==> config.mk <==
export PLATFORM = sky130hd
export DESIGN_NAME = ddc_drive_control
export DESIGN_NICKNAME = d
export VERILOG_FILES = /design/src/logic/ddc_pkg.sv /design/src/logic/ddc_drive_control.sv
export VERILOG_INCLUDE_DIRS = /design/src /design/src/logic
export SDC_FILE = /design/constraint.sdc
export NUM_CORES = 1
export LEC_CHECK = 0
export BUFFER_PORTS_ARGS = -buffer_cell sky130_fd_sc_hd__buf_2
export CAP_MARGIN = 25
export CORE_UTILIZATION = 50
export CTS_CLUSTER_DIAMETER = 30
export DETAILED_ROUTE_END_ITERATION = 16
export GPL_TIMING_DRIVEN = 1
export PLACE_DENSITY_LB_ADDON = 0.12
export SLEW_MARGIN = 20
export SYNTH_ARGS = -nofsm -noshare
export SYNTH_HDL_FRONTEND = slang
export SYNTH_SLANG_ARGS = --single-unit
==> constraint.sdc <==
create_clock -name core_clk -period 6.7 [get_ports core_clk]
set_clock_uncertainty 0.2 [all_clocks]
set_input_delay 0.335 -clock core_clk [delete_from_list [all_inputs] [get_ports core_clk]]
set_output_delay 0.335 -clock core_clk [all_outputs]
set_load 0.01 [all_outputs]
==> src/logic/ddc_defines.svh <==
// Constants of the drive device-control block: object indices, fields, reset values
//----------------------------------------------------------------
// Contract
// After reset, pass not-ready automatically and settle in switch-on disabled, flashing green.
// Shutdown goes to ready-to-switch-on; stop-option code selects a controlled stop first.
// Switch on in ready-to-switch-on moves to switched on.
// Enable operation in ready-to-switch-on passes switched on automatically to operation enabled.
// Operation enabled is entered only with supply in range; else state unchanged.
// Output stage on only in operation enabled, steady green, operating mode runs. Code also keeps it on in quick stop, stop ramps and fault reaction.
// Disable operation returns to switched on, cancels jobs; option selects controlled stop.
// Disable voltage turns output stage off at once, no braking, to switch-on disabled.
// Quick stop in operation enabled: quick stop active, quick ramp, discard jobs.
// Quick stop active is left only by disable voltage.
// Halt bit suspends current and queued jobs without discarding; cleared bit resumes.
// Masked error enters fault from any state: stop running motor, then stage off. Code exempts not-ready.
// Fault must be acknowledged by fault reset before the drive switches on again.
// Commands map to the numbered transitions of the command table.
// Commands decode from control word bits 0-3; status word reports the state.
// Sensor select: 0 Hall, 1 incremental, 10 incremental plus Hall, 104 absolute.
// Hall feedback counts fixed 3000 per revolution; that entry is read-only.
// External encoder counts are four-edge counts per revolution, default 2048.
// Brushed variant external encoder only; absolute variant rejects external encoder.
// Master brings drive up with control words 0x0006, 0x0007, 0x000F in order.
// Fault reset is a 0 to 1 transition of control word bit 7 only.
// Only transitions defined for the present state are performed.
// Commands without a transition from the present state are ignored entirely.
// Supply-in-range and masked error are synchronous single-bit inputs.
//----------------------------------------------------------------
`ifndef DDC_DEFINES_SVH
`define DDC_DEFINES_SVH

// Object indices and subindices
`define DDC_IDX_MOTOR      16'h2350
`define DDC_IDX_ENCODER    16'h2351
`define DDC_IDX_CTRL       16'h6040
`define DDC_IDX_STATUS     16'h6041
`define DDC_IDX_SD_OPT     16'h605b
`define DDC_IDX_DO_OPT     16'h605c
`define DDC_SUB_0          8'h00
`define DDC_SUB_1          8'h01
`define DDC_SUB_2          8'h02
`define DDC_SUB_3          8'h03
`define DDC_SUB_5          8'h05

// Reset values
`define DDC_MOTOR_ENTRIES  8'h05
`define DDC_ENC_ENTRIES    8'h03
`define DDC_EXT_CNT_RST    32'h0000_0800
`define DDC_HALL_CNT       32'h0000_0bb8
`define DDC_OPT_RST        16'h0001

// Sensor select codes
`define DDC_SENS_HALL      8'h00
`define DDC_SENS_INC       8'h01
`define DDC_SENS_INC_HALL  8'h0a
`define DDC_SENS_ABS       8'h68

// Variants
`define DDC_VAR_BRUSHLESS  2'h0
`define DDC_VAR_DC         2'h1
`define DDC_VAR_ABS        2'h2

// Control word fields
`define DDC_CW_CMD         3:0
`define DDC_CW_FRESET      7
`define DDC_CW_HALT        8
`define DDC_CMD_SHUTDOWN   3'h6
`define DDC_CMD_SWON       4'h7
`define DDC_CMD_ENOP       4'hf

// Status word bit positions
`define DDC_SW_RDY         0
`define DDC_SW_SWON        1
`define DDC_SW_OPEN        2
`define DDC_SW_FAULT       3
`define DDC_SW_VOLT        4
`define DDC_SW_QS_N        5
`define DDC_SW_DIS         6

`endif

==> src/logic/ddc_pkg.sv <==
// Types of the drive device-control block
`default_nettype none
package ddc_pkg;

	typedef enum logic [3:0] {
		DDC_NOT_READY   = 4'b0000,
		DDC_SWON_DIS    = 4'b0001,
		DDC_READY       = 4'b0010,
		DDC_SWITCHED_ON = 4'b0011,
		DDC_OP_EN       = 4'b0100,
		DDC_QS_ACTIVE   = 4'b0101,
		DDC_STOPPING    = 4'b0110,
		DDC_FAULT_REACT = 4'b0111,
		DDC_FAULT       = 4'b1000
	} ddc_state_t;

	typedef struct packed {
		logic        req;
		logic        wr;
		logic [15:0] index;
		logic [7:0]  sub;
		logic [31:0] wdata;
	} ddc_od_req_t;

	typedef struct packed {
		logic        ack;
		logic        abort;
		logic [31:0] rdata;
	} ddc_od_rsp_t;

	typedef struct packed {
		logic power_stage_en;
		logic mode_run_en;
		logic controlled_stop;
		logic quick_ramp;
		logic job_hold;
		logic job_flush;
		logic led_flash_green;
		logic led_steady_green;
	} ddc_drive_t;

endpackage
`default_nettype wire

==> src/logic/ddc_drive_control.sv <==
// Drive device-control state machine with motor and encoder data entries
`include "ddc_defines.svh"
`timescale 1ns/100ps
`default_nettype none
module ddc_drive_control #(
	parameter logic [1:0]  VARIANT       = 2'h0,
	parameter logic [15:0] SPEED_CONST   = 16'h0000,
	parameter logic [15:0] TERM_RES      = 16'h0000,
	parameter logic [15:0] POLE_COUNT    = 16'h0002,
	parameter logic [15:0] THERM_CONST   = 16'h0000,
	parameter logic [31:0] ABS_COUNTS    = 32'h0000_1000
) (
	// Clock and reset
	input  wire logic                 core_clk,
	input  wire logic                 reset,
	// Object dictionary access
	input  wire ddc_pkg::ddc_od_req_t od_req,
	output var  ddc_pkg::ddc_od_rsp_t od_rsp,
	// Drive conditions
	input  wire logic                 supply_ok,
	input  wire logic                 masked_error,
	input  wire logic                 stop_done,
	// Drive control and status
	output var  ddc_pkg::ddc_drive_t  drive,
	output logic [15:0]               status_word,
	output logic [31:0]               counts_per_rev,
	output logic [7:0]                sensor_select
);

	//----------------------------------------------------------------
	// Object decode
	//----------------------------------------------------------------
	logic [15:0]         cw_r;
	logic [15:0]         sd_opt_r;
	logic [15:0]         do_opt_r;
	logic [15:0]         speed_r;
	logic [15:0]         tres_r;
	logic [15:0]         poles_r;
	logic [15:0]         therm_r;
	logic [7:0]          sens_r;
	logic [31:0]         ext_cnt_r;
	ddc_pkg::ddc_state_t state_r;
	ddc_pkg::ddc_state_t state_nxt;
	ddc_pkg::ddc_state_t tgt_r;
	ddc_pkg::ddc_state_t tgt_nxt;
	logic [15:0]         sw_nxt;
	ddc_pkg::ddc_drive_t drv_nxt;
	ddc_pkg::ddc_od_rsp_t rsp_nxt;

	wire is_motor  = od_req.index == `DDC_IDX_MOTOR;
	wire is_enc    = od_req.index == `DDC_IDX_ENCODER;
	wire hit_mcnt  = is_motor && od_req.sub == `DDC_SUB_0;
	wire hit_speed = is_motor && od_req.sub == `DDC_SUB_1;
	wire hit_tres  = is_motor && od_req.sub == `DDC_SUB_2;
	wire hit_poles = is_motor && od_req.sub == `DDC_SUB_3;
	wire hit_therm = is_motor && od_req.sub == `DDC_SUB_5;
	wire hit_ecnt  = is_enc && od_req.sub == `DDC_SUB_0;
	wire hit_sens  = is_enc && od_req.sub == `DDC_SUB_1;
	wire hit_ext   = is_enc && od_req.sub == `DDC_SUB_2;
	wire hit_hall  = is_enc && od_req.sub == `DDC_SUB_3;
	wire hit_cw    = od_req.index == `DDC_IDX_CTRL && od_req.sub == `DDC_SUB_0;
	wire hit_sw    = od_req.index == `DDC_IDX_STATUS && od_req.sub == `DDC_SUB_0;
	wire hit_sdo   = od_req.index == `DDC_IDX_SD_OPT && od_req.sub == `DDC_SUB_0;
	wire hit_doo   = od_req.index == `DDC_IDX_DO_OPT && od_req.sub == `DDC_SUB_0;

	wire hit_any   = hit_mcnt | hit_speed | hit_tres | hit_poles | hit_therm | hit_ecnt | hit_sens
		| hit_ext | hit_hall | hit_cw | hit_sw | hit_sdo | hit_doo;
	// Entry counts, Hall counts and status are fixed for software
	wire hit_ro    = hit_mcnt | hit_ecnt | hit_hall | hit_sw;

	// Sensor changeover only on the brushless variant
	wire [7:0] sens_w = od_req.wdata[7:0];
	wire sens_legal = (VARIANT == `DDC_VAR_BRUSHLESS) && od_req.wdata[31:8] == 24'h000000
		&& (sens_w == `DDC_SENS_HALL || sens_w == `DDC_SENS_INC || sens_w == `DDC_SENS_INC_HALL);
	// Absolute variant cannot use an external encoder
	wire ext_legal  = VARIANT != `DDC_VAR_ABS;
	// Sixteen-bit entries refuse a write with upper bits set
	wire hit_16     = hit_speed | hit_tres | hit_poles | hit_therm | hit_cw | hit_sdo | hit_doo;
	wire wide_bad   = hit_16 && od_req.wdata[31:16] != 16'h0000;

	wire wr_ok  = od_req.req && od_req.wr && hit_any && !hit_ro
		&& !(hit_sens && !sens_legal) && !(hit_ext && !ext_legal) && !wide_bad;
	wire rd_ok  = od_req.req && !od_req.wr && hit_any;
	wire wr_cw  = wr_ok && hit_cw;
	wire wr_16  = wr_ok && od_req.wdata[31:16] == 16'h0000;

	// Unmapped reads are aborted and keep the previous read data
	wire [31:0] rd_data =
		hit_mcnt  ? {24'h000000, `DDC_MOTOR_ENTRIES} :
		hit_speed ? {16'h0000, speed_r} :
		hit_tres  ? {16'h0000, tres_r} :
		hit_poles ? {16'h0000, poles_r} :
		hit_therm ? {16'h0000, therm_r} :
		hit_ecnt  ? {24'h000000, `DDC_ENC_ENTRIES} :
		hit_sens  ? {24'h000000, sens_r} :
		hit_ext   ? ext_cnt_r :
		hit_hall  ? `DDC_HALL_CNT :
		hit_cw    ? {16'h0000, cw_r} :
		hit_sw    ? {16'h0000, status_word} :
		hit_sdo   ? {16'h0000, sd_opt_r} :
		hit_doo   ? {16'h0000, do_opt_r} : 32'h0000_0000;

	always_comb begin
		rsp_nxt.ack   = od_req.req;
		rsp_nxt.abort = od_req.req && !(wr_ok || rd_ok);
		rsp_nxt.rdata = rd_ok ? rd_data : od_rsp.rdata;
	end

	//----------------------------------------------------------------
	// Entry storage
	//----------------------------------------------------------------
	// Reset sensor follows the variant; only the brushless variant can change it later
	wire [7:0] sens_rst = (VARIANT == `DDC_VAR_DC) ? `DDC_SENS_INC :
		(VARIANT == `DDC_VAR_ABS) ? `DDC_SENS_ABS : `DDC_SENS_HALL;

	// One short process per entry; refused writes never reach them
	always_ff @(posedge core_clk) begin
		if (reset)
			cw_r <= 16'h0000;
		else if (wr_cw && wr_16)
			cw_r <= od_req.wdata[15:0];
	end

	always_ff @(posedge core_clk) begin
		if (reset)
			sd_opt_r <= `DDC_OPT_RST;
		else if (wr_16 && hit_sdo)
			sd_opt_r <= od_req.wdata[15:0];
	end

	always_ff @(posedge core_clk) begin
		if (reset)
			do_opt_r <= `DDC_OPT_RST;
		else if (wr_16 && hit_doo)
			do_opt_r <= od_req.wdata[15:0];
	end

	always_ff @(posedge core_clk) begin
		if (reset)
			speed_r <= SPEED_CONST;
		else if (wr_16 && hit_speed)
			speed_r <= od_req.wdata[15:0];
	end

	always_ff @(posedge core_clk) begin
		if (reset)
			tres_r <= TERM_RES;
		else if (wr_16 && hit_tres)
			tres_r <= od_req.wdata[15:0];
	end

	always_ff @(posedge core_clk) begin
		if (reset)
			poles_r <= POLE_COUNT;
		else if (wr_16 && hit_poles)
			poles_r <= od_req.wdata[15:0];
	end

	always_ff @(posedge core_clk) begin
		if (reset)
			therm_r <= THERM_CONST;
		else if (wr_16 && hit_therm)
			therm_r <= od_req.wdata[15:0];
	end

	always_ff @(posedge core_clk) begin
		if (reset)
			sens_r <= sens_rst;
		else if (wr_ok && hit_sens)
			sens_r <= sens_w;
	end

	always_ff @(posedge core_clk) begin
		if (reset)
			ext_cnt_r <= `DDC_EXT_CNT_RST;
		else if (wr_ok && hit_ext)
			ext_cnt_r <= od_req.wdata;
	end

	// Answer always one cycle after the request
	always_ff @(posedge core_clk) begin
		if (reset)
			od_rsp <= '0;
		else
			od_rsp <= rsp_nxt;
	end

	// Feedback resolution follows the selected sensor
	always_ff @(posedge core_clk) begin
		if (reset) begin
			counts_per_rev <= 32'h0000_0000;
			sensor_select  <= 8'h00;
		end else begin
			sensor_select  <= sens_r;
			counts_per_rev <= (sens_r == `DDC_SENS_HALL) ? `DDC_HALL_CNT :
				(sens_r == `DDC_SENS_ABS) ? ABS_COUNTS : ext_cnt_r;
		end
	end

	//----------------------------------------------------------------
	// Command decode
	//----------------------------------------------------------------
	// Control word 16 bits wide; an over-wide write is refused and not decoded
	wire       cmd_v   = wr_cw && wr_16;
	wire [3:0] cmd     = od_req.wdata[`DDC_CW_CMD];
	wire cmd_dv  = cmd_v && !cmd[1];
	wire cmd_qs  = cmd_v && cmd[1] && !cmd[2];
	wire cmd_sd  = cmd_v && cmd[2:0] == `DDC_CMD_SHUTDOWN;
	wire cmd_so  = cmd_v && cmd == `DDC_CMD_SWON;
	wire cmd_eo  = cmd_v && cmd == `DDC_CMD_ENOP;
	// Only a rising edge acknowledges; holding the bit high does nothing
	wire cmd_fr  = cmd_v && od_req.wdata[`DDC_CW_FRESET] && !cw_r[`DDC_CW_FRESET];

	// Running states need a stop ramp before the stage goes off
	wire running = state_r == ddc_pkg::DDC_OP_EN || state_r == ddc_pkg::DDC_QS_ACTIVE
		|| state_r == ddc_pkg::DDC_STOPPING;
	wire sd_brake = sd_opt_r != 16'h0000;
	wire do_brake = do_opt_r != 16'h0000;
	// Enable through switched on in one extra cycle
	logic auto_en_r;
	wire  auto_en_nxt = state_r == ddc_pkg::DDC_READY && cmd_eo && supply_ok;

	//----------------------------------------------------------------
	// State machine
	//----------------------------------------------------------------
	always_comb begin
		state_nxt = state_r;
		tgt_nxt   = tgt_r;
		// Any state except not-ready and those already in fault handling; R24 input used as is
		if (masked_error && state_r != ddc_pkg::DDC_FAULT && state_r != ddc_pkg::DDC_FAULT_REACT
			&& state_r != ddc_pkg::DDC_NOT_READY) begin
			state_nxt = running ? ddc_pkg::DDC_FAULT_REACT : ddc_pkg::DDC_FAULT;
		end else begin
			// Undefined command/state pairs fall through unchanged
			case (state_r)
				ddc_pkg::DDC_NOT_READY: begin
					state_nxt = ddc_pkg::DDC_SWON_DIS;
				end
				ddc_pkg::DDC_SWON_DIS: begin
					if (cmd_sd)
						state_nxt = ddc_pkg::DDC_READY;
				end
				ddc_pkg::DDC_READY: begin
					if (cmd_dv || cmd_qs)
						state_nxt = ddc_pkg::DDC_SWON_DIS;
					else if (cmd_so)
						state_nxt = ddc_pkg::DDC_SWITCHED_ON;
					else if (cmd_eo && supply_ok)
						state_nxt = ddc_pkg::DDC_SWITCHED_ON;
				end
				ddc_pkg::DDC_SWITCHED_ON: begin
					if (cmd_dv || cmd_qs)
						state_nxt = ddc_pkg::DDC_SWON_DIS;
					else if (cmd_sd)
						state_nxt = ddc_pkg::DDC_READY;
					else if ((cmd_eo || auto_en_r) && supply_ok)
						state_nxt = ddc_pkg::DDC_OP_EN;
				end
				ddc_pkg::DDC_OP_EN: begin
					if (cmd_dv) begin
						state_nxt = ddc_pkg::DDC_SWON_DIS;
					end else if (cmd_qs) begin
						state_nxt = ddc_pkg::DDC_QS_ACTIVE;
					end else if (cmd_sd) begin
						state_nxt = sd_brake ? ddc_pkg::DDC_STOPPING : ddc_pkg::DDC_READY;
						tgt_nxt   = ddc_pkg::DDC_READY;
					end else if (cmd_so) begin
						state_nxt = do_brake ? ddc_pkg::DDC_STOPPING : ddc_pkg::DDC_SWITCHED_ON;
						tgt_nxt   = ddc_pkg::DDC_SWITCHED_ON;
					end
				end
				ddc_pkg::DDC_STOPPING: begin
					// Disable voltage cuts the ramp short
					if (cmd_dv)
						state_nxt = ddc_pkg::DDC_SWON_DIS;
					else if (stop_done)
						state_nxt = tgt_r;
				end
				ddc_pkg::DDC_QS_ACTIVE: begin
					if (cmd_dv)
						state_nxt = ddc_pkg::DDC_SWON_DIS;
				end
				ddc_pkg::DDC_FAULT_REACT: begin
					if (stop_done)
						state_nxt = ddc_pkg::DDC_FAULT;
				end
				ddc_pkg::DDC_FAULT: begin
					// Only a fresh acknowledgement leaves fault
					if (cmd_fr)
						state_nxt = ddc_pkg::DDC_SWON_DIS;
				end
				default: begin
					state_nxt = ddc_pkg::DDC_FAULT;
				end
			endcase
		end
	end

	//----------------------------------------------------------------
	// Outputs
	//----------------------------------------------------------------
	wire nxt_op   = state_nxt == ddc_pkg::DDC_OP_EN;
	wire nxt_qs   = state_nxt == ddc_pkg::DDC_QS_ACTIVE;
	wire nxt_stop = state_nxt == ddc_pkg::DDC_STOPPING || state_nxt == ddc_pkg::DDC_FAULT_REACT;
	wire nxt_on   = nxt_op || state_nxt == ddc_pkg::DDC_STOPPING || nxt_qs;
	// Leaving operation enabled toward switched on or quick stop discards jobs
	wire flush    = state_r == ddc_pkg::DDC_OP_EN && (nxt_qs
		|| state_nxt == ddc_pkg::DDC_SWITCHED_ON
		|| (state_nxt == ddc_pkg::DDC_STOPPING && tgt_nxt == ddc_pkg::DDC_SWITCHED_ON));
	// Halt follows a control word written in this cycle
	wire cw_nxt_halt = cmd_v ? od_req.wdata[`DDC_CW_HALT] : cw_r[`DDC_CW_HALT];

	always_comb begin
		// Stage stays on in operation enabled, in quick stop active and while a stop ramp still needs torque
		drv_nxt.power_stage_en   = nxt_on || state_nxt == ddc_pkg::DDC_FAULT_REACT;
		drv_nxt.mode_run_en      = nxt_op;
		drv_nxt.controlled_stop  = nxt_stop;
		drv_nxt.quick_ramp       = nxt_qs;
		// Halt only suspends; the queue is kept
		drv_nxt.job_hold         = nxt_op && cw_nxt_halt;
		drv_nxt.job_flush        = flush;
		drv_nxt.led_flash_green  = state_nxt == ddc_pkg::DDC_SWON_DIS;
		drv_nxt.led_steady_green = nxt_op;
	end

	//----------------------------------------------------------------
	// Status word
	//----------------------------------------------------------------
	wire in_rdy = state_nxt == ddc_pkg::DDC_READY || state_nxt == ddc_pkg::DDC_SWITCHED_ON || nxt_on;
	wire in_swn = state_nxt == ddc_pkg::DDC_SWITCHED_ON || nxt_on;
	wire in_flt = state_nxt == ddc_pkg::DDC_FAULT || state_nxt == ddc_pkg::DDC_FAULT_REACT;

	always_comb begin
		sw_nxt                = 16'h0000;
		sw_nxt[`DDC_SW_RDY]   = in_rdy;
		sw_nxt[`DDC_SW_SWON]  = in_swn;
		sw_nxt[`DDC_SW_OPEN]  = nxt_on;
		sw_nxt[`DDC_SW_FAULT] = in_flt;
		sw_nxt[`DDC_SW_VOLT]  = in_rdy;
		sw_nxt[`DDC_SW_QS_N]  = !nxt_qs;
		sw_nxt[`DDC_SW_DIS]   = state_nxt == ddc_pkg::DDC_SWON_DIS;
	end

	//----------------------------------------------------------------
	// Registers
	//----------------------------------------------------------------
	always_ff @(posedge core_clk) begin
		if (reset) begin
			state_r   <= ddc_pkg::DDC_NOT_READY;
			tgt_r     <= ddc_pkg::DDC_READY;
			auto_en_r <= 1'b0;
		end else begin
			state_r   <= state_nxt;
			tgt_r     <= tgt_nxt;
			auto_en_r <= auto_en_nxt;
		end
	end

	// Built from the next state so outputs change on the edge of the ack
	always_ff @(posedge core_clk) begin
		if (reset) begin
			drive       <= '0;
			status_word <= 16'h0000;
		end else begin
			drive       <= drv_nxt;
			status_word <= sw_nxt;
		end
	end

endmodule
`default_nettype wire

======== Word-level counts from Yosys, hierarchy flattened ========
Index checks and enable logic that the tools add are counted.
word-level totals
  register bits after elaboration ......... 258
  input bits .............................. 63
  word-level logic and storage cells ...... 219
cells by class
  equal/unequal tests ..................... 35
  mux-type cells .......................... 43
  bitwise logic cells ..................... 21
  reductions and logical operators ........ 92
operator list
  kind                    count
  $mux W32                8
  $mux W4                 24
  $mux W16                5
  $eq A16 B15 Y1 const B  4
  $logic_and A1 B1 Y1     53
  $reduce_bool A16 Y1     3
  $eq A4 B3 Y1 const B    9
  $pmux W4 S9             1
  $eq A16 B14 Y1 const B  2
  $logic_not A24 Y1       1
  $logic_not A8 Y1        3
  $or A1 B1 Y1            21
  $eq A4 B2 Y1 const B    5
  $logic_or A1 B1 Y1      17
  $eq A8 B1 Y1 const B    2
  $eq A8 B2 Y1 const B    2
  $logic_not A16 Y1       1
  $mux W13                1
  $eq A4 B4 Y1 const B    3
  $mux W12                1
  $logic_not A1 Y1        10
  $eq A4 B1 Y1 const B    2
  $eq A8 B3 Y1 const B    1
  $eq A8 B4 Y1 const B    1
  other kinds (10)        11

======== Logic depth before layout (Yosys ltp) ========
Gate-level depths: netlist of the first run.
  depth after elaboration ................. 32
  mapped depth ............................ 15

======== Worst setup path before layout of the first run ========
OpenSTA, ideal clock, no wires.
  path type ............................... input to register
  start point ............................. input port od_req[37] in the netlist's numbering
  end point ............................... register drive[0] in the netlist's numbering
  library setup time ...................... 0.116 ns
  arrival time ............................ 3.184 ns
  data required time ...................... 6.384 ns
  slack ................................... 3.200 ns
  stages .................................. 13
  path buffers ............................ 2
  cells stage by stage .................... or4_4 or3_1 buf_2 or4_4 o211a_2 a211o_1 buf_2 o21ai_1 o21ai_2 nor2b_4 o21bai_2 inv_2 and3_1
on the way
  cells in the longest elaborated chain, start to end .. 29
ends and longest elaborated chain
  item                                                               RTL line                                          source
  from (decl)                                                        ddc_drive_control.sv:17                           input wire ddc_pkg::ddc_od_req_t od_req,
  $eq A8 B1 Y1 (no source line) or $logic_not A8 Y1 (tied branches)  n/a
  $logic_and A1 B1 Y1 (no source line)                               n/a
  $or A1 B1 Y1 (6 in a row)                                          ddc_drive_control.sv:66                           wire hit_any = hit_mcnt | hit_speed | hit_tres | hit_poles | hit_therm | hit_ecnt | hit_sens
  $or A1 B1 Y1 (6 in a row)                                          ddc_drive_control.sv:67                           | hit_ext | hit_hall | hit_cw | hit_sw | hit_sdo | hit_doo;
  $logic_and A1 B1 Y1 (2 in a row)                                   ddc_drive_control.sv:81                           wire wr_ok = od_req.req && od_req.wr && hit_any && !hit_ro
  $logic_and A1 B1 Y1 (2 in a row)                                   ddc_drive_control.sv:82                           && !(hit_sens && !sens_legal) && !(hit_ext && !ext_legal) && !wide_bad;
  $logic_and A1 B1 Y1 (on tied branches)                             ddc_drive_control.sv:84, ddc_drive_control.sv:85
  $logic_and A1 B1 Y1 (*)                                            ddc_drive_control.sv:204                          wire cmd_v = wr_cw && wr_16;
  $logic_and A1 B1 Y1 (no source line)                               n/a
  $logic_or A1 B1 Y1                                                 ddc_drive_control.sv:256                          else if ((cmd_eo || auto_en_r) && supply_ok)
  $logic_and A1 B1 Y1                                                ddc_drive_control.sv:256
  $mux W4                                                            ddc_drive_control.sv:256
  $mux W4                                                            ddc_drive_control.sv:254                          else if (cmd_sd)
  $mux W4                                                            ddc_drive_control.sv:252                          if (cmd_dv || cmd_qs)
  $pmux W4 S9 (*)                                                    ddc_drive_control.sv:235                          case (state_r)
  $mux W4 (*)                                                        ddc_drive_control.sv:230                          if (masked_error && state_r != ddc_pkg::DDC_FAULT && state_r != ddc_pkg::DDC_FAULT_REACT
  $eq A4 B3 Y1 (*)                                                   ddc_drive_control.sv:302                          wire nxt_op = state_nxt == ddc_pkg::DDC_OP_EN;
  to (signal assigned)                                               ddc_drive_control.sv:365                          drive <= drv_nxt;
  to (decl)                                                          ddc_drive_control.sv:24                           output var ddc_pkg::ddc_drive_t drive,
Every way passes the cells marked *; elsewhere a longest branch is shown, timed or not.
A chain may end at the register's enable or synchronous reset.

======== Final worst setup path of the first run ========
  start point ............................. input port od_req[15] in the netlist's numbering
  end point ............................... register poles_r[10]
on the way
  cells in the longest elaborated chain, start to end .. 9
ends and longest elaborated chain
  item                              RTL line                  source
  $logic_not A24 Y1                 ddc_drive_control.sv:73   wire sens_legal = (VARIANT == `DDC_VAR_BRUSHLESS) && od_req.wdata[31:8] == 24'h000000
  $logic_and A1 B1 Y1               ddc_drive_control.sv:73
  $logic_not A1 Y1                  ddc_drive_control.sv:82
  $logic_and A1 B1 Y1               ddc_drive_control.sv:82
  $logic_not A1 Y1                  ddc_drive_control.sv:82
  $logic_and A1 B1 Y1 (2 in a row)  ddc_drive_control.sv:82
  $logic_and A1 B1 Y1               ddc_drive_control.sv:85   wire wr_16 = wr_ok && od_req.wdata[31:16] == 16'h0000;
  $logic_and A1 B1 Y1               ddc_drive_control.sv:155  else if (wr_16 && hit_poles)
  to (signal assigned)              ddc_drive_control.sv:156  poles_r <= od_req.wdata[15:0];
  to (decl)                         ddc_drive_control.sv:38   logic [15:0] poles_r;
Every way passes these cells.

==> results.json, run 1 <==
{
  "status": "finished clean",
  "criticalPathCategory": "input pin to flop",
  "power_density_nw_per_um2": 298,
  "leakage_nw": 5.09,
  "synth_common_cells": "nand2_1 (397), dfxtp_1 (247), a21oi_1 (198)",
  "wl_um": 33900,
  "rsz0062_at_grt": "no",
  "post_synth_instance_area_um2": 10700,
  "fin_nets": 1571,
  "synth_top_family_by_area": "simple AND/OR/NAND/NOR gates",
  "globalplace.congestion": 0.906,
  "yosys.area_share.simple": 0.284,
  "drive_above_1_share": 0.173,
  "clock.fmax_mhz": 229,
  "grt_usage": 0.304,
  "synth_edf_count": 0,
  "syn_to_final_growth_pct": 24.8,
  "synth-seq-cells": 247,
  "grt_pass1_vias": 9682,
  "route.detailed.drc": 0,
  "synthTopCellsByArea": "dfxtp_1 (46%), nand2_1 (14%), a21oi_1 (9.3%)",
  "fillCellCount": 1880,
  "drtPass1Iterations": 8,
  "core_area_um2": 21000,
  "cts_setup_buffers": 0,
  "synthArstFlopShare": 0,
  "chipWidth_um": 148,
  "hold_violations": 0,
  "via_per_inst": 5.77,
  "synthMuxAreaShare": 0.0170,
  "die_h_um": 148,
  "synth_compound_area_frac": 0.185,
  "multi_input_area_um2": 5270,
  "vias": 10400,
  "grt_pass1_wl_um": 52300,
  "synth_ff_type": "dfxtp_1",
  "synth_adder_area_share": 0,
  "synth_xor_area_frac": 0.000821,
  "setup_viol": 0,
  "ant_nets": 0,
  "cts_buffers": 47,
  "yosysMostFrequentCell": "nand2_1",
  "drt_iter0_markers": 823,
  "required_ps": 6860,
  "synth_top_area_share": 0.464,
  "cts_root_buffer": "clkbuf_16",
  "arrival_ps": 4520,
  "cts_buffer_depth": 3,
  "seq_area_um2": 4940,
  "dp_hpwl_um": 22100,
  "portBuffers": 151,
  "start_util": 0.509,
  "setup-tns-final_ps": 0,
  "synth_warnings": 0,
  "end_kind": "flop",
  "tightest_slew_ps": 1010,
  "clk_pin_slew_ps": 50,
  "antenna_found_initial": 0,
  "yosys.cell_types.count": 74,
  "layout_min_cycle_time_ps": 4360,
  "cts_max_level": 2,
  "avgRoutedWirePerCell_um": 18.7,
  "syn_avg_cell_area_um2": 7.79,
  "crit_path_start_kind": "input pin",
  "fp.dieArea_um2": 21900,
  "ys_seq_area_frac": 0.464,
  "relSlewSlack": 0.323,
  "cts_tree": "yes",
  "vdd_drop_max_mv": 0.264,
  "io_pins": 161,
  "syn_inst": 1369,
  "hold_path_class": "input pin to flop",
  "insertedDiodeCount": 0,
  "clock-sinks": 247,
  "grt_max_degree": 128,
  "cp_max_fo": 16,
  "finalPower_mw": 3.96,
  "yosys.area.top_type": "dfxtp_1",
  "grt-ovfl-total": 0,
  "drv_cap": 0,
  "drv_slew": 0,
  "clk_latency_ps": 540,
  "rows": 53,
  "holdWs_ps": 35.6,
  "min_period_over_period": 0.650
}
==> power by group <==
group	switching [mW]	internal [mW]	total [mW]
logic	0.108	0.0607	0.168
registers	0.0125	1.48	1.49
clock network	0.748	1.55	2.30
total	0.869	3.10	3.96
==> flip-flops by register name (all words and copies together), names as in the netlist <==
name,flops
auto_en_r,1
counts_per_rev,32
cw_r,16
do_opt_r,16
drive,7
ext_cnt_r,32
od_rsp,34
poles_r,16
sd_opt_r,16
sens_r,8
sensor_select,8
speed_r,16
state_r,4
status_word,5
tgt_r,4
therm_r,16
tres_r,16
==> final timing paths <==
path | from | end | slack (ps) | cells after the start
max | od_req[15] | poles_r[10] | 2340 | 11
max reg2reg | state_r[1] | drive[0] | 3600 | 11
min | od_req[2] | cw_r[2] | 40 | 3
min reg2reg | od_rsp[17] | od_rsp[17] | 250 | 2
==> routing by layer <==
| layer | vias up | GRT usage | wire, um |
|---|---|---|---|
| li1 | 4998 | - | - |
| met1 | 4870 | 0.407 | 14400 |
| met4 | 0 | 0.144 | 1260 |
| met2 | 499 | 0.476 | 15400 |
| met3 | 77 | 0.0540 | 2760 |
| met5 | - | 0 | 0 |
==> final cells by class <==
cell class	count	area share
Multi-Input combinational cell	1006	0.396
Tap cell	275	0.0258
Sequential cell	247	0.371
Timing Repair Buffer	194	0.0873
Clock inverter	20	0.0215
Inverter	12	0.00338
Clock buffer	56	0.0947
==> critical path, cell delays in order <==
cell and delay, ps:
dlygate4sd3_1 540, buf_2 200, or4_1 530, nor4_1 380, nand4_1 280, a211oi_1 360
inv_1 120, nor3_1 670, nand3_1 720, nand2_1 270, a21oi_1 120
==> cells in the final DEF, fill, tap and decap left out, types with 7 or more instances in the layout <==
| cell | instances |
|---|---|
| a21oi_1 | 198 |
| a222oi_1 | 13 |
| a22oi_1 | 7 |
| and2_1 | 41 |
| and3_1 | 14 |
| buf_2 | 150 |
| buf_4 | 12 |
| clkbuf_16 | 47 |
| conb_1 | 9 |
| dfxtp_1 | 247 |
| dlygate4sd3_1 | 29 |
| inv_1 | 10 |
| mux2i_1 | 17 |
| nand2_1 | 397 |
| nand2b_1 | 10 |
| nand3_1 | 32 |
| nand3b_1 | 7 |
| nand4_1 | 13 |
| nor2_1 | 43 |
| nor2b_1 | 15 |
| nor3_1 | 13 |
| nor4_1 | 19 |
| o2111ai_1 | 11 |
| o21ai_0 | 30 |
==> metrics by stage <==
step                utilization  worst slack [ps]  cells  cell area, um2
finish                    0.635              2340   1810           13300
global route              0.635              2190   1810           13300
CTS                       0.635              2420   1809           13300
detailed placement        0.547              2250   1704           11500
global placement          0.546              2270   1703           11400
floorplan                     -              3200   1377           10700
==> logic make-up after synthesis <==
group | count (synthesis)
simple gates | 651
compound gates | 327
flops | 247
buf+inv | 124
mux | 18
xor+xnor | 1
other cells | 1
==> repair_timing <==
item | 4_1_cts | 5_1_grt
hold buffers | 29 | 0
gates resized for setup | 0 | 0
endpoints found under the hold margin | 112 | 0
(Power assumes the default switching activity.)
==> inputs of run 2 (changes only) <==
clock period = 4.29 ns   (was 6.7 ns; I/O delays follow)
==> run 2 against run 1 <==
  * Routed wire length up 2.6%
  * Non-clock buffer count grew 23
  * Total power is 63% higher
  * Largest power group unchanged
  * Hold slack got worse by 33 ps
  * Core utilization rose by 1.6 points
  * Count of clock-buffer cells in the layout increased by 3
  * Sequential share of layout area decreased by 0.92 points
  * Flip-flop and latch count unchanged
  * Critical path type unchanged
  * Sequential power rose by 56%
  * Clock power is 67% higher
==> results.json, run 2 (same netlist as run 1, synthesis figures left out) <==
{
  "start_util": 0.509,
  "cts_buffers": 49,
  "wl_um": 34700,
  "clk_latency_ps": 550,
  "largest_reg_flops": 34,
  "grt_pass1_vias": 9987,
  "core_area_um2": 21000,
  "hold_violations": 0,
  "io_pins": 161,
  "min_from": "reset",
  "drt_iter0_markers": 930,
  "hold_path_end": "drive[4]",
  "power_switching_mw": 1.48,
  "holdWs_ps": 2.48,
  "syn_to_final_growth_pct": 28.0,
  "arrival_ps": 4340,
  "antenna_found_initial": 0,
  "leakage_nw": 5.24,
  "final_cell_area_um2": 13600,
  "dp_hpwl_um": 22600,
  "drv_slew": 0,
  "vdd_drop_max_mv": 0.372,
  "multi_input_area_um2": 5250,
  "portBuffers": 151,
  "ant_nets": 0,
  "worstHoldPathCells": 2,
  "reg2reg_from": "state_r[1]",
  "cp_slowest_cell": "nor4_1",
  "setup-tns-final_ps": 0,
  "fillCellCount": 1837,
  "route.detailed.drc": 0,
  "globalplace.congestion": 0.929,
  "cts_root_buffer": "clkbuf_16",
  "p_comb_frac": 0.042,
  "clk_pin_slew_ps": 50,
  "seqPwrFrac": 0.361,
  "chipWidth_um": 148,
  "cp.buffers_inverters": 3,
  "via_per_inst": 5.77,
  "vias": 10700,
  "finalPower_mw": 6.46,
  "clock-sinks": 247,
  "criticalPathCategory": "input pin to flop",
  "power_density_nw_per_um2": 473,
  "cp_max_fo": 9,
  "grt-ovfl-total": 0,
  "regMostFlops": "od_rsp",
  "die_h_um": 148,
  "switching_share": 0.228,
  "p_int_mw": 4.98,
  "grt_usage": 0.315,
  "dp_slack_ps": 309,
  "slowest_delay_ps": 550,
  "min_period_over_period": 0.955,
  "drive_above_1_share": 0.189,
  "grt_pass1_wl_um": 54300,
  "crit_path_start_kind": "input pin",
  "fin_nets": 1596,
  "insertedDiodeCount": 0,
  "postCtsHoldBufs": 33,
  "timing.rr.end": "drive[2]",
  "cts_buffer_depth": 3,
  "required_ps": 4530,
  "place_area_um2": 11600,
  "relSlewSlack": 0.395,
  "mostFrequentLayoutCells": "nand2_1 (397), dfxtp_1 (247), a21oi_1 (198)",
  "path_cells": "dlygate4sd3_1 -> buf_2 -> or4_1 -> nor4_1 -> nand4_1 -> a211oi_1 -> inv_1 -> or4_1 -> a211oi_2 -> nand3b_1 -> mux2_2 -> a211oi_1",
  "setup_viol": 0,
  "top_regs": "od_rsp x34, counts_per_rev x32, ext_cnt_r x32",
  "end_kind": "flop",
  "layout_min_cycle_time_ps": 4100,
  "layout_setup_ws_ps": 192,
  "reg2reg_depth": 8,
  "cts_setup_buffers": 0,
  "regToRegSetupSlack_ps": 1050,
  "post-route-util": 0.651,
  "cts_tree": "yes",
  "seq_area_um2": 4940,
  "grt_max_degree": 118,
  "tightest_slew_ps": 907,
  "drv_cap": 0,
  "hold_path_class": "input pin to flop",
  "final_common_cell": "nand2_1",
  "crit_family": "simple AND/OR/NAND/NOR gates",
  "fp.dieArea_um2": 21900,
  "avgRoutedWirePerCell_um": 18.8,
  "cts.repair.resized": 0,
  "status": "finished clean",
  "pwr-share-clk": 0.597,
  "finalNonFillerCells": 1846,
  "clock.fmax_mhz": 244,
  "rsz0062_at_grt": "no",
  "rows": 53,
  "cts_max_level": 2,
  "placed_cells": 1724,
  "drtPass1Iterations": 6
}
-- run 2: routing by layer --
metal	vias up	track usage	share of wire	wire length, um
met5	-	0	0	0
met4	0	0.136	0.033	1150
met3	88	0.0488	0.077	2660
met2	492	0.502	0.46	15800
met1	5015	0.425	0.43	15100
li1	5055	-	-	-
-- run 2: how the worst max path moves through the flow --
stage / cells after the start / slack, ps / startpoint / end
after detailed placement: 11 / 310 / od_req[10] / drive[2]
final: 12 / 190 / od_req[10] / drive[2]
after global routing: 12 / 10 / od_req[10] / drive[2]
after global placement: 11 / 400 / od_req[10] / status_word[1]
after CTS: 12 / 290 / od_req[10] / drive[2]
after floorplan: 13 / 910 / od_req[37] / drive[0]
-- run 2: cell type report --
| class | count | area share |
|---|---|---|
| flip-flops and latches | 247 | 0.362 |
| well taps | 275 | 0.0252 |
| clock inverters | 30 | 0.0281 |
| multi-input cells | 1006 | 0.385 |
| repair buffers | 217 | 0.0991 |
| clock buffers | 59 | 0.0970 |
| inverters | 12 | 0.00330 |
-- run 2: power by group through the flow --
stage                     combinational (mW)  clock, mW  sequential (mW)
after global placement                 0.242          0             2.37
after detailed placement               0.242          0             2.38
after floorplan                        0.162          0             2.36
after global routing                   0.292       4.01             2.33
after CTS                              0.267       3.89             2.33
final                                  0.272       3.85             2.33
